### src/pkg/slot_timing_pkg.sv
// constants, types and timing counts of the slot timing engine
package slot_timing_pkg;

    // main clock and derived tick dividers
    localparam int CLK_PERIOD_NS = 100;
    localparam logic [2:0] DIV_LOW_SPEED = 3'h7;   // divide by 8, 1.25 MHz tick
    localparam logic [2:0] DIV_HIGH_SPEED = 3'h5;  // divide by 6, 1.67 MHz tick

    // sync detection latency limits, in ns, and as clock counts
    localparam int SYNC_DETECT_LATENCY_NS = 10000;
    localparam int SYNC_DETECT_LATENCY_DIS_NS = 7500;
    localparam int SYNC_DETECT_CYCLES = SYNC_DETECT_LATENCY_NS / CLK_PERIOD_NS;
    localparam int SYNC_DETECT_DIS_CYCLES =
        SYNC_DETECT_LATENCY_DIS_NS / CLK_PERIOD_NS;

    // bit and frame lengths in ticks
    localparam logic [4:0] BIT_TICKS_LOW = 5'h10;   // 16
    localparam logic [4:0] BIT_TICKS_HIGH = 5'h0e;  // 14
    localparam logic [8:0] FRAME_10L = 9'h0d0;      // 208
    localparam logic [8:0] FRAME_20L = 9'h190;      // 400
    localparam logic [8:0] FRAME_20H = 9'h15e;      // 350

    // slot start positions in ticks after the sync pulse
    localparam logic [10:0] SLOT1_10L = 11'h058;    // 88
    localparam logic [10:0] SLOT2_10L = 11'h178;    // 376
    localparam logic [10:0] SLOT3_10L = 11'h2ae;    // 686
    localparam logic [10:0] SLOT1_20L = 11'h058;    // 88
    localparam logic [10:0] SLOT2_20L = 11'h21c;    // 540
    localparam logic [10:0] SLOT1_2H = 11'h077;     // 119
    localparam logic [10:0] SLOT2_2H = 11'h23a;     // 570
    localparam logic [10:0] SLOT1_3H = 11'h070;     // 112
    localparam logic [10:0] SLOT2_3H = 11'h1ea;     // 490, slot 2 alone
    localparam logic [10:0] SLOT2_3H_V12 = 11'h1e2; // 482, pair 1 and 2
    localparam logic [10:0] SLOT2_3H_V23 = 11'h20c; // 524, pair 2 and 3
    localparam logic [10:0] SLOT3_3H = 11'h389;     // 905

    // discharge window in ticks after the sync pulse
    localparam logic [10:0] DISCHARGE_BEGIN_DELAY = 11'h027; // 39
    localparam logic [10:0] DISCHARGE_END_DELAY = 11'h050;   // 80

    // asynchronous periods in ticks
    localparam logic [10:0] PERIOD_250 = 11'h1f4;   // 500
    localparam logic [10:0] PERIOD_500 = 11'h3e8;   // 1000
    localparam logic [10:0] CYC_MAX = 11'h7ff;

    // configuration register layout (0x01, 0x11, 0x12)
    localparam logic [7:0] CFG11_MODE_MASK = 8'h3b;
    localparam logic [7:0] CFG11_P10_SYNC = 8'h00;
    localparam logic [7:0] CFG11_A10_500 = 8'h10;
    localparam logic [7:0] CFG11_A10_250 = 8'h30;
    localparam logic [7:0] CFG11_P20_L = 8'h02;
    localparam logic [7:0] CFG11_P20_2H = 8'h03;
    localparam logic [7:0] CFG11_P20_3H = 8'h0b;
    localparam int CFG11_HIRES_BIT = 6;
    localparam int CFG12_DISCHARGE_BIT = 0;
    localparam int CFG12_SLOT_LSB = 3;
    localparam int CFG12_VELOCITY_BIT = 6;
    localparam int CFG01_ENABLE_BIT = 0;

    // decoded protocol mode
    typedef enum logic [2:0] {
        MODE_OFF,
        MODE_P10,
        MODE_A10_250,
        MODE_A10_500,
        MODE_P20_L,
        MODE_P20_2H,
        MODE_P20_3H
    } mode_t;

endpackage

### src/logic/tick_divider.sv
// clock enable divider producing a one-cycle tick every div_in+1 clocks
`timescale 1ns/1ps
module tick_divider (
    input wire logic ref_clk_in,
    input wire logic nrst_in,
    input wire logic clr_in,
    input wire logic [2:0] div_in,
    output logic tick_out
);

    typedef struct packed {
        logic [2:0] cnt;
        logic tick;
    } div_state_t;

    div_state_t div_q;
    div_state_t div_d;

    // count up to the terminal value, then emit one tick
    always_comb begin
        div_d = div_q;
        div_d.tick = 1'b0;
        if (clr_in) begin
            div_d.cnt = 3'h0;
        end else if (div_q.cnt == div_in) begin
            div_d.cnt = 3'h0;
            div_d.tick = 1'b1;
        end else begin
            div_d.cnt = div_q.cnt + 3'h1;
        end
    end

    always_ff @(posedge ref_clk_in or negedge nrst_in) begin
        if (!nrst_in) begin
            div_q <= '0;
        end else begin
            div_q <= div_d;
        end
    end

    assign tick_out = div_q.tick;

endmodule

### src/logic/psi5_slot_timing_engine.sv
// transmit slot and bit timing engine of a sensor-side psi5 link
`timescale 1ns/1ps
module psi5_slot_timing_engine (
    input wire logic ref_clk_in,
    input wire logic nrst_in,
    input wire logic sync_pulse_in,
    input wire logic [7:0] cfg_reg01_in,
    input wire logic [7:0] cfg_reg11_in,
    input wire logic [7:0] cfg_reg12_in,
    output logic frame_active_out,
    output logic frame_start_out,
    output logic bit_strobe_out,
    output logic [4:0] bit_index_out,
    output logic [1:0] slot_out,
    output logic discharge_out,
    output logic high_speed_out
);

    typedef enum logic [1:0] {
        PH_OFF,
        PH_WAIT,
        PH_SEND
    } phase_t;

    typedef struct packed {
        phase_t phase;
        logic sync_ff1;
        logic sync_ff2;
        logic sync_prev;
        logic [10:0] cyc_cnt;
        logic [8:0] frame_cnt;
        logic [4:0] bit_cnt;
        logic [4:0] bit_idx;
        logic [1:0] slot_no;
        logic frame_active;
        logic frame_start;
        logic bit_strobe;
        logic discharge;
        logic high_speed;
    } engine_state_t;

    engine_state_t st_q;
    engine_state_t st_d;

    logic tick_low;
    logic tick_high;
    logic tick;
    logic tick_clr;
    logic sync_edge;
    slot_timing_pkg::mode_t mode;
    logic is_async;
    logic hs;
    logic hires;
    logic velocity;
    logic discharge_en;
    logic [1:0] slot_field;
    logic [10:0] start_a;
    logic [10:0] start_b;
    logic start_b_valid;
    logic [1:0] slot_a;
    logic [1:0] slot_b;
    logic [8:0] frame_len;
    logic [4:0] bit_len;
    logic [10:0] period;
    logic [10:0] cyc_next;

    // derived tick enables, restarted on every sync in the synchronous modes so slots align to it
    tick_divider u_tick_low (
        .ref_clk_in(ref_clk_in),
        .nrst_in(nrst_in),
        .clr_in(tick_clr),
        .div_in(slot_timing_pkg::DIV_LOW_SPEED),
        .tick_out(tick_low)
    );

    tick_divider u_tick_high (
        .ref_clk_in(ref_clk_in),
        .nrst_in(nrst_in),
        .clr_in(tick_clr),
        .div_in(slot_timing_pkg::DIV_HIGH_SPEED),
        .tick_out(tick_high)
    );

    // decode the protocol mode from the configuration bytes
    always_comb begin
        mode = slot_timing_pkg::MODE_OFF;
        if (cfg_reg01_in[slot_timing_pkg::CFG01_ENABLE_BIT]) begin
            case (cfg_reg11_in & slot_timing_pkg::CFG11_MODE_MASK)
                slot_timing_pkg::CFG11_P10_SYNC: begin
                    mode = slot_timing_pkg::MODE_P10;
                end
                slot_timing_pkg::CFG11_A10_500: begin
                    mode = slot_timing_pkg::MODE_A10_500;
                end
                slot_timing_pkg::CFG11_A10_250: begin
                    mode = slot_timing_pkg::MODE_A10_250;
                end
                slot_timing_pkg::CFG11_P20_L: begin
                    mode = slot_timing_pkg::MODE_P20_L;
                end
                slot_timing_pkg::CFG11_P20_2H: begin
                    mode = slot_timing_pkg::MODE_P20_2H;
                end
                slot_timing_pkg::CFG11_P20_3H: begin
                    mode = slot_timing_pkg::MODE_P20_3H;
                end
                default: begin
                    mode = slot_timing_pkg::MODE_OFF;
                end
            endcase
        end
    end

    // option bits and speed class
    assign hires = cfg_reg11_in[slot_timing_pkg::CFG11_HIRES_BIT];
    assign velocity = cfg_reg12_in[slot_timing_pkg::CFG12_VELOCITY_BIT];
    assign discharge_en = cfg_reg12_in[slot_timing_pkg::CFG12_DISCHARGE_BIT]
        && (mode == slot_timing_pkg::MODE_P10);
    assign slot_field = cfg_reg12_in[slot_timing_pkg::CFG12_SLOT_LSB +: 2];
    assign is_async = (mode == slot_timing_pkg::MODE_A10_250)
        || (mode == slot_timing_pkg::MODE_A10_500);
    assign hs = (mode == slot_timing_pkg::MODE_P20_2H)
        || (mode == slot_timing_pkg::MODE_P20_3H);
    assign tick = hs ? tick_high : tick_low;
    assign period = (mode == slot_timing_pkg::MODE_A10_250) ?
        slot_timing_pkg::PERIOD_250 : slot_timing_pkg::PERIOD_500;

    // frame and bit lengths per speed class and format
    always_comb begin
        bit_len = slot_timing_pkg::BIT_TICKS_LOW;
        frame_len = slot_timing_pkg::FRAME_20L;
        if (hs) begin
            bit_len = slot_timing_pkg::BIT_TICKS_HIGH;
            frame_len = slot_timing_pkg::FRAME_20H;
        end else if (mode != slot_timing_pkg::MODE_P20_L) begin
            frame_len = slot_timing_pkg::FRAME_10L;
        end
    end

    // slot start positions for the programmed slot, and an optional second
    always_comb begin
        start_a = slot_timing_pkg::SLOT1_10L;
        start_b = slot_timing_pkg::SLOT2_10L;
        start_b_valid = 1'b0;
        slot_a = 2'h1;
        slot_b = 2'h2;
        case (mode)
            slot_timing_pkg::MODE_P10: begin
                if (slot_field == 2'h1) begin
                    start_a = slot_timing_pkg::SLOT2_10L;
                    start_b = slot_timing_pkg::SLOT3_10L;
                    slot_a = 2'h2;
                    slot_b = 2'h3;
                end else if (slot_field == 2'h2) begin
                    start_a = slot_timing_pkg::SLOT3_10L;
                    slot_a = 2'h3;
                end else begin
                    start_a = slot_timing_pkg::SLOT1_10L;
                end
                start_b_valid = hires && (slot_field != 2'h2);
            end
            slot_timing_pkg::MODE_P20_L: begin
                if (slot_field == 2'h1 && !velocity) begin
                    start_a = slot_timing_pkg::SLOT2_20L;
                    slot_a = 2'h2;
                end else begin
                    start_a = slot_timing_pkg::SLOT1_20L;
                end
                start_b = slot_timing_pkg::SLOT2_20L;
                start_b_valid = velocity;
            end
            slot_timing_pkg::MODE_P20_2H: begin
                if (slot_field == 2'h1 && !velocity) begin
                    start_a = slot_timing_pkg::SLOT2_2H;
                    slot_a = 2'h2;
                end else begin
                    start_a = slot_timing_pkg::SLOT1_2H;
                end
                start_b = slot_timing_pkg::SLOT2_2H;
                start_b_valid = velocity;
            end
            slot_timing_pkg::MODE_P20_3H: begin
                if (!velocity) begin
                    case (slot_field)
                        2'h1: begin
                            start_a = slot_timing_pkg::SLOT2_3H;
                            slot_a = 2'h2;
                        end
                        2'h2: begin
                            start_a = slot_timing_pkg::SLOT3_3H;
                            slot_a = 2'h3;
                        end
                        default: begin
                            start_a = slot_timing_pkg::SLOT1_3H;
                        end
                    endcase
                end else begin
                    start_b_valid = 1'b1;
                    case (slot_field)
                        2'h2: begin
                            start_a = slot_timing_pkg::SLOT2_3H_V23;
                            start_b = slot_timing_pkg::SLOT3_3H;
                            slot_a = 2'h2;
                            slot_b = 2'h3;
                        end
                        2'h3: begin
                            start_a = slot_timing_pkg::SLOT1_3H;
                            start_b = slot_timing_pkg::SLOT3_3H;
                            slot_b = 2'h3;
                        end
                        default: begin
                            start_a = slot_timing_pkg::SLOT1_3H;
                            start_b = slot_timing_pkg::SLOT2_3H_V12;
                        end
                    endcase
                end
            end
            default: begin
                start_b_valid = 1'b0;
            end
        endcase
    end

    // rising edge of the synchronised sync pulse
    assign sync_edge = st_q.sync_ff2 && !st_q.sync_prev;
    assign tick_clr = (st_q.phase == PH_OFF)
        || (sync_edge && !is_async);
    assign cyc_next = (st_q.cyc_cnt == slot_timing_pkg::CYC_MAX) ?
        st_q.cyc_cnt : st_q.cyc_cnt + 11'h001;

    // sequencing of slot starts, frame and bit timing and discharge
    always_comb begin
        st_d = st_q;
        st_d.sync_ff1 = sync_pulse_in;
        st_d.sync_ff2 = st_q.sync_ff1;
        st_d.sync_prev = st_q.sync_ff2;
        st_d.frame_start = 1'b0;
        st_d.bit_strobe = 1'b0;
        st_d.high_speed = hs;
        if (mode == slot_timing_pkg::MODE_OFF) begin
            st_d.phase = PH_OFF;
            st_d.frame_active = 1'b0;
            st_d.discharge = 1'b0;
            st_d.cyc_cnt = slot_timing_pkg::CYC_MAX;
        end else if (st_q.phase == PH_OFF) begin
            // first tick after enabling starts an async frame at once
            st_d.phase = is_async ? PH_WAIT : PH_OFF;
            st_d.cyc_cnt = is_async ? period - 11'h001 :
                slot_timing_pkg::CYC_MAX;
            if (!is_async && sync_edge) begin
                st_d.phase = PH_WAIT;
                st_d.cyc_cnt = 11'h000;
            end
        end else if (sync_edge && !is_async) begin
            // abort any running frame and restart slot timing
            st_d.phase = PH_WAIT;
            st_d.frame_active = 1'b0;
            st_d.discharge = 1'b0;
            st_d.cyc_cnt = 11'h000;
        end else if (tick) begin
            if (is_async) begin
                // free-running period counter
                st_d.cyc_cnt = (st_q.cyc_cnt >= period - 11'h001) ?
                    11'h000 : st_q.cyc_cnt + 11'h001;
            end else begin
                st_d.cyc_cnt = cyc_next;
            end
            // discharge window after the sync pulse
            st_d.discharge = discharge_en
                && cyc_next >= slot_timing_pkg::DISCHARGE_BEGIN_DELAY
                && cyc_next < slot_timing_pkg::DISCHARGE_END_DELAY;
            if (st_q.phase == PH_SEND) begin
                if (st_q.frame_cnt == frame_len - 9'h001) begin
                    st_d.phase = PH_WAIT;
                    st_d.frame_active = 1'b0;
                end else begin
                    st_d.frame_cnt = st_q.frame_cnt + 9'h001;
                    if (st_q.bit_cnt == bit_len - 5'h01) begin
                        st_d.bit_cnt = 5'h00;
                        st_d.bit_idx = st_q.bit_idx + 5'h01;
                        st_d.bit_strobe = 1'b1;
                    end else begin
                        st_d.bit_cnt = st_q.bit_cnt + 5'h01;
                    end
                end
            end else if ((is_async && st_d.cyc_cnt == 11'h000)
                || (!is_async && cyc_next == start_a)
                || (!is_async && start_b_valid && cyc_next == start_b)) begin
                // frame start, on a slot position or a period boundary
                st_d.phase = PH_SEND;
                st_d.frame_active = 1'b1;
                st_d.frame_start = 1'b1;
                st_d.bit_strobe = 1'b1;
                st_d.frame_cnt = 9'h000;
                st_d.bit_cnt = 5'h00;
                st_d.bit_idx = 5'h00;
                st_d.slot_no = is_async ? 2'h0 :
                    ((cyc_next == start_a) ? slot_a : slot_b);
            end
        end
    end

    // state register
    always_ff @(posedge ref_clk_in or negedge nrst_in) begin
        if (!nrst_in) begin
            st_q <= '0;
        end else begin
            st_q <= st_d;
        end
    end

    // outputs straight from the state register
    assign frame_active_out = st_q.frame_active;
    assign frame_start_out = st_q.frame_start;
    assign bit_strobe_out = st_q.bit_strobe;
    assign bit_index_out = st_q.bit_idx;
    assign slot_out = st_q.slot_no;
    assign discharge_out = st_q.discharge;
    assign high_speed_out = st_q.high_speed;

endmodule

### config.mk
export PLATFORM = sky130hd
export DESIGN_NAME = psi5_slot_timing_engine
export DESIGN_NICKNAME = d
export VERILOG_FILES = /design/src/pkg/slot_timing_pkg.sv /design/src/logic/tick_divider.sv /design/src/logic/psi5_slot_timing_engine.sv
export SDC_FILE = /design/constraint.sdc
export NUM_CORES = 1
export LEC_CHECK = 0
export BUFFER_PORTS_ARGS = -buffer_cell sky130_fd_sc_hd__buf_4
export CAP_MARGIN = 10
export CORE_MARGIN = 5
export CORE_UTILIZATION = 30
export CTS_BUF_LIST = sky130_fd_sc_hd__clkbuf_16
export CTS_CLUSTER_DIAMETER = 80
export DETAILED_ROUTE_END_ITERATION = 10
export PLACE_DENSITY = 0.53
export SLEW_MARGIN = 20
export SYNTH_ARGS = -nofsm -noshare
export SYNTH_HDL_FRONTEND = slang
export SYNTH_SLANG_ARGS = --single-unit
### constraint.sdc
create_clock -name ref_clk_in -period 3.6 [get_ports ref_clk_in]
set_clock_uncertainty 0.2 [all_clocks]
set_input_delay 0.54 -clock ref_clk_in [delete_from_list [all_inputs] [get_ports ref_clk_in]]
set_output_delay 0.54 -clock ref_clk_in [all_outputs]
set_load 0.02 [all_outputs]
==> key figures <==
Status
  • Status: finished, final reports clean

Logic synthesis
  • Sequential-to-total area share from yosys stat: 31.4%
  • Post-synth EDFFs: 0
  • Post-synth cell types: 68
  • Post-Syn Area: 0.00398 sq mm
  • Synth Warn #: 0
  • Most frequent cell after synthesis: dfrtp_1
  • Top cells by area, synth: dfrtp_1 31%, ha_1 4.1%, nand2_1 3.8%, nor2_1 3.8%, xnor2_1 3.7%
  • Area leader, netlist: dfrtp_1
  • Ys async rst share: 100%
  • Synthesis-stage register bit count: 50
  • Synthesized net count: 516
  • Synth Flop Type: dfrtp_1
  • Synth cell count leaders: 50 x dfrtp_1, 40 x nand2_1, 40 x nor2_1, 26 x a21oi_1, 25 x nand3_1
  • Gate Count Post-Synth: 476
  • Mean Syn Cell Area: 8.36 sq um
  • Yosys top cell area share: 31.4%

Clock tree
  • Num CTS Buffers: 5
  • Clk sink count: 50
  • Maximum root-to-sink buffer count: 2
  • Postcts setup bufs: 0
  • Clk_lat worst skew: 0.30 ns
  • CTS tree: built
  • Cts hold-fix bufs: 0
  • CTS clock-pin slew for the worst setup and hold paths: 0.07 ns
  • Clk root buf: clkbuf_16
  • H-tree Lvls: 2
  • Cts repair resizes: 0

Setup path
  • Cell family with most CP delay: compound AO/OA/AOI/OAI gates
  • Worst-path fanout max: 9
  • Worst Setup Path Type: reg -> reg
  • Critical Path AT: 3.38 ns
  • Critical path cell sequence: ha_1, and4_2, buf_4, a41o_1, and2_1, xnor2_1, o2111ai_1, o32ai_1, a31oi_2, buf_4, a21o_1, buf_4, a22o_1
  • CP Capture Type: flop
  • Req. time, crit path: 3.58 ns
  • Critical path's most frequent cell: buf_4
  • Slowest CP cell: o32ai_1
  • CP bufs+invs: 3
  • Crit path launch type: flop
  • Max incr delay on CP: 0.40 ns

Global routing
  • Number of global-route vias before repair: 3774
  • First-pass GRT wire length: 18600 um
  • Grt ovf: 0
  • Largest net degree at the start of global routing: 51
  • Tot GR Track Use: 14.1%
  • Initial antenna violation count: 0

Power
  • Worst vdd ir: 170 uV
  • Pwr Density: 281 mW/mm^2
  • Static leakage: 2.06 nW

STA
  • Final hold violation count: 0
  • Setup TNS: 0 ns
  • Setup violators final: 0
  • Crit share post-route: 94.3%
  • Final Critical Period: 3.39 ns
  • Worst-Margin Slew: 0.733 ns
  • Max_slew headroom: 50.8%
  • RSZ-0062 raised after global routing: false
  • Max-slew violation count: 0
  • Fmax: 295 MHz

Cells and area
  • Storage element area: 0.00125 sq mm
  • Nets@finish: 580
  • Final non-filler cell total: 717
  • Layout cells sized above 1: 21.6%
  • Area of the multi-input gates: 0.00252 sq mm
  • Total of fill cells in the finished design: 1376
  • Area grow syn2layout: 22.7%
  • Antenna cells: 0

Floorplanning
  • Die Wd: 125 um
  • Cell Rows: 42
  • Number of I/O pins: 39
  • Die area: 0.0157 sq mm
  • Initial Utilization: 30.3%
  • CORE AREA: 0.0131 sq mm
  • DIE HEIGHT: 125 um

Placement
  • RD Place Congestion: 0.900
  • Final HPWL DP: 8670 um
  • Placed cells: 709
  • I/O Buffers: 25

Routing
  • WL final: 11100 um
  • Vias per cell: 5.32
  • DRC: 0
  • Via count: 3815
  • TritonRoute pass-1 iters: 4
  • Final ANT Viol Nets: 0
  • Avg WL per Cell: 15.4 um
  • 1st-iter DRT viols: 252

Worst hold path
  • Worst Hold Class: in -> async

Flow run
  • Max_cap viols: 0
## cell type report
type,count,share of cell area [%]
Multi-Input combinational cell,383,51.7
Inverter,9,0.692
Sequential cell,50,25.6
Timing Repair Buffer,91,14.0
Clock buffer,5,2.56
Clock inverter,3,0.974
Tap cell,176,4.51
## where the power goes
| group | leakage (nW) | switching [W] | internal (W) | total [W] |
|---|---|---|---|---|
| clock network | 0.0848 | 0.000219 | 0.000333 | 0.000551 |
| registers | 0.636 | 0.00000386 | 0.000566 | 0.000570 |
| logic | 1.34 | 0.000144 | 0.000107 | 0.000251 |
## state kept, by name, summed over array words and instances (netlist names)
signal                cells
st_d                      2
frame_active_out          1
high_speed_out            1
u_tick_low.div_q          3
st_q                     28
bit_index_out             5
discharge_out             1
slot_out                  2
frame_start_out           1
bit_strobe_out            1
u_tick_low.tick_out       1
u_tick_high.tick_out      1
u_tick_high.div_q         3
## cells by family (layout without fill, tap and decap cells)
group,Yosys count,after routing,share of synthesized area [%]
mux,9,9,2.39
compound gates,123,123,21.4
xor+xnor,28,28,6.16
simple gates,210,210,29.1
buf+inv,43,108,5.47
fa+ha+maj,13,13,4.09
flops,50,50,31.4
## stage by stage
stage	hold slack (ns)	worst slack, ns	total power [W]	area [sq um]	utilization, %
finish	0.0579	0.205	0.00137	4880	37.2
global route	0.118	0.0538	0.00144	4880	37.2
CTS	0.0886	0.109	0.00139	4880	37.2
detailed placement	0.141	-0.0710	0.000829	4710	35.8
global placement	0.135	-0.0816	0.000827	4710	35.8
floorplan	0.0444	0.0502	0.000730	3990	-
## per-layer routing
layer / vias up / track usage, % / share of wire [%]
met1: 1840 / 19.1 / 47
li1: 1891 / - / -
met2: 69 / 23.7 / 48
met3: 15 / 2.56 / 3.9
met5: - / 0 / 0
met4: 0 / 3.19 / 1.4
## path summary, 6_finish.rpt
check | from | to | slack [ns] | depth (start not counted)
worst max-delay path | st_q[26] | st_q[19] | 0.21 | 13
worst min-delay path | nrst_in | st_q[24] | 0.06 | 1
worst max register to register | st_q[26] | st_q[19] | 0.21 | 13
worst min register to register | st_d[38] | st_d[37] | 0.15 | 0
max in group asynchronous | nrst_in | st_q[34] | 2.70 | 1
min in group ref_clk_in | sync_pulse_in | st_d[38] | 0.15 | 1
## cell usage in the layout, fill, tap and decap left out, types with 6 or more instances in the layout
master      n
and2_1      8
nor2_1     40
nand4_1     6
o21ai_0    13
dfrtp_1    50
nor3b_1     6
a21oi_1    26
and3_1      9
a31oi_1    17
xnor2_1    17
o2bb2ai_1   8
xor2_1     11
nand3b_1    6
nor3_1     23
nand2_1    40
a21o_1      8
ha_1       13
buf_4      91
inv_1       9
nand2b_1   11
nand3_1    25
No activity file was read; power rests on OpenSTA's default activity.
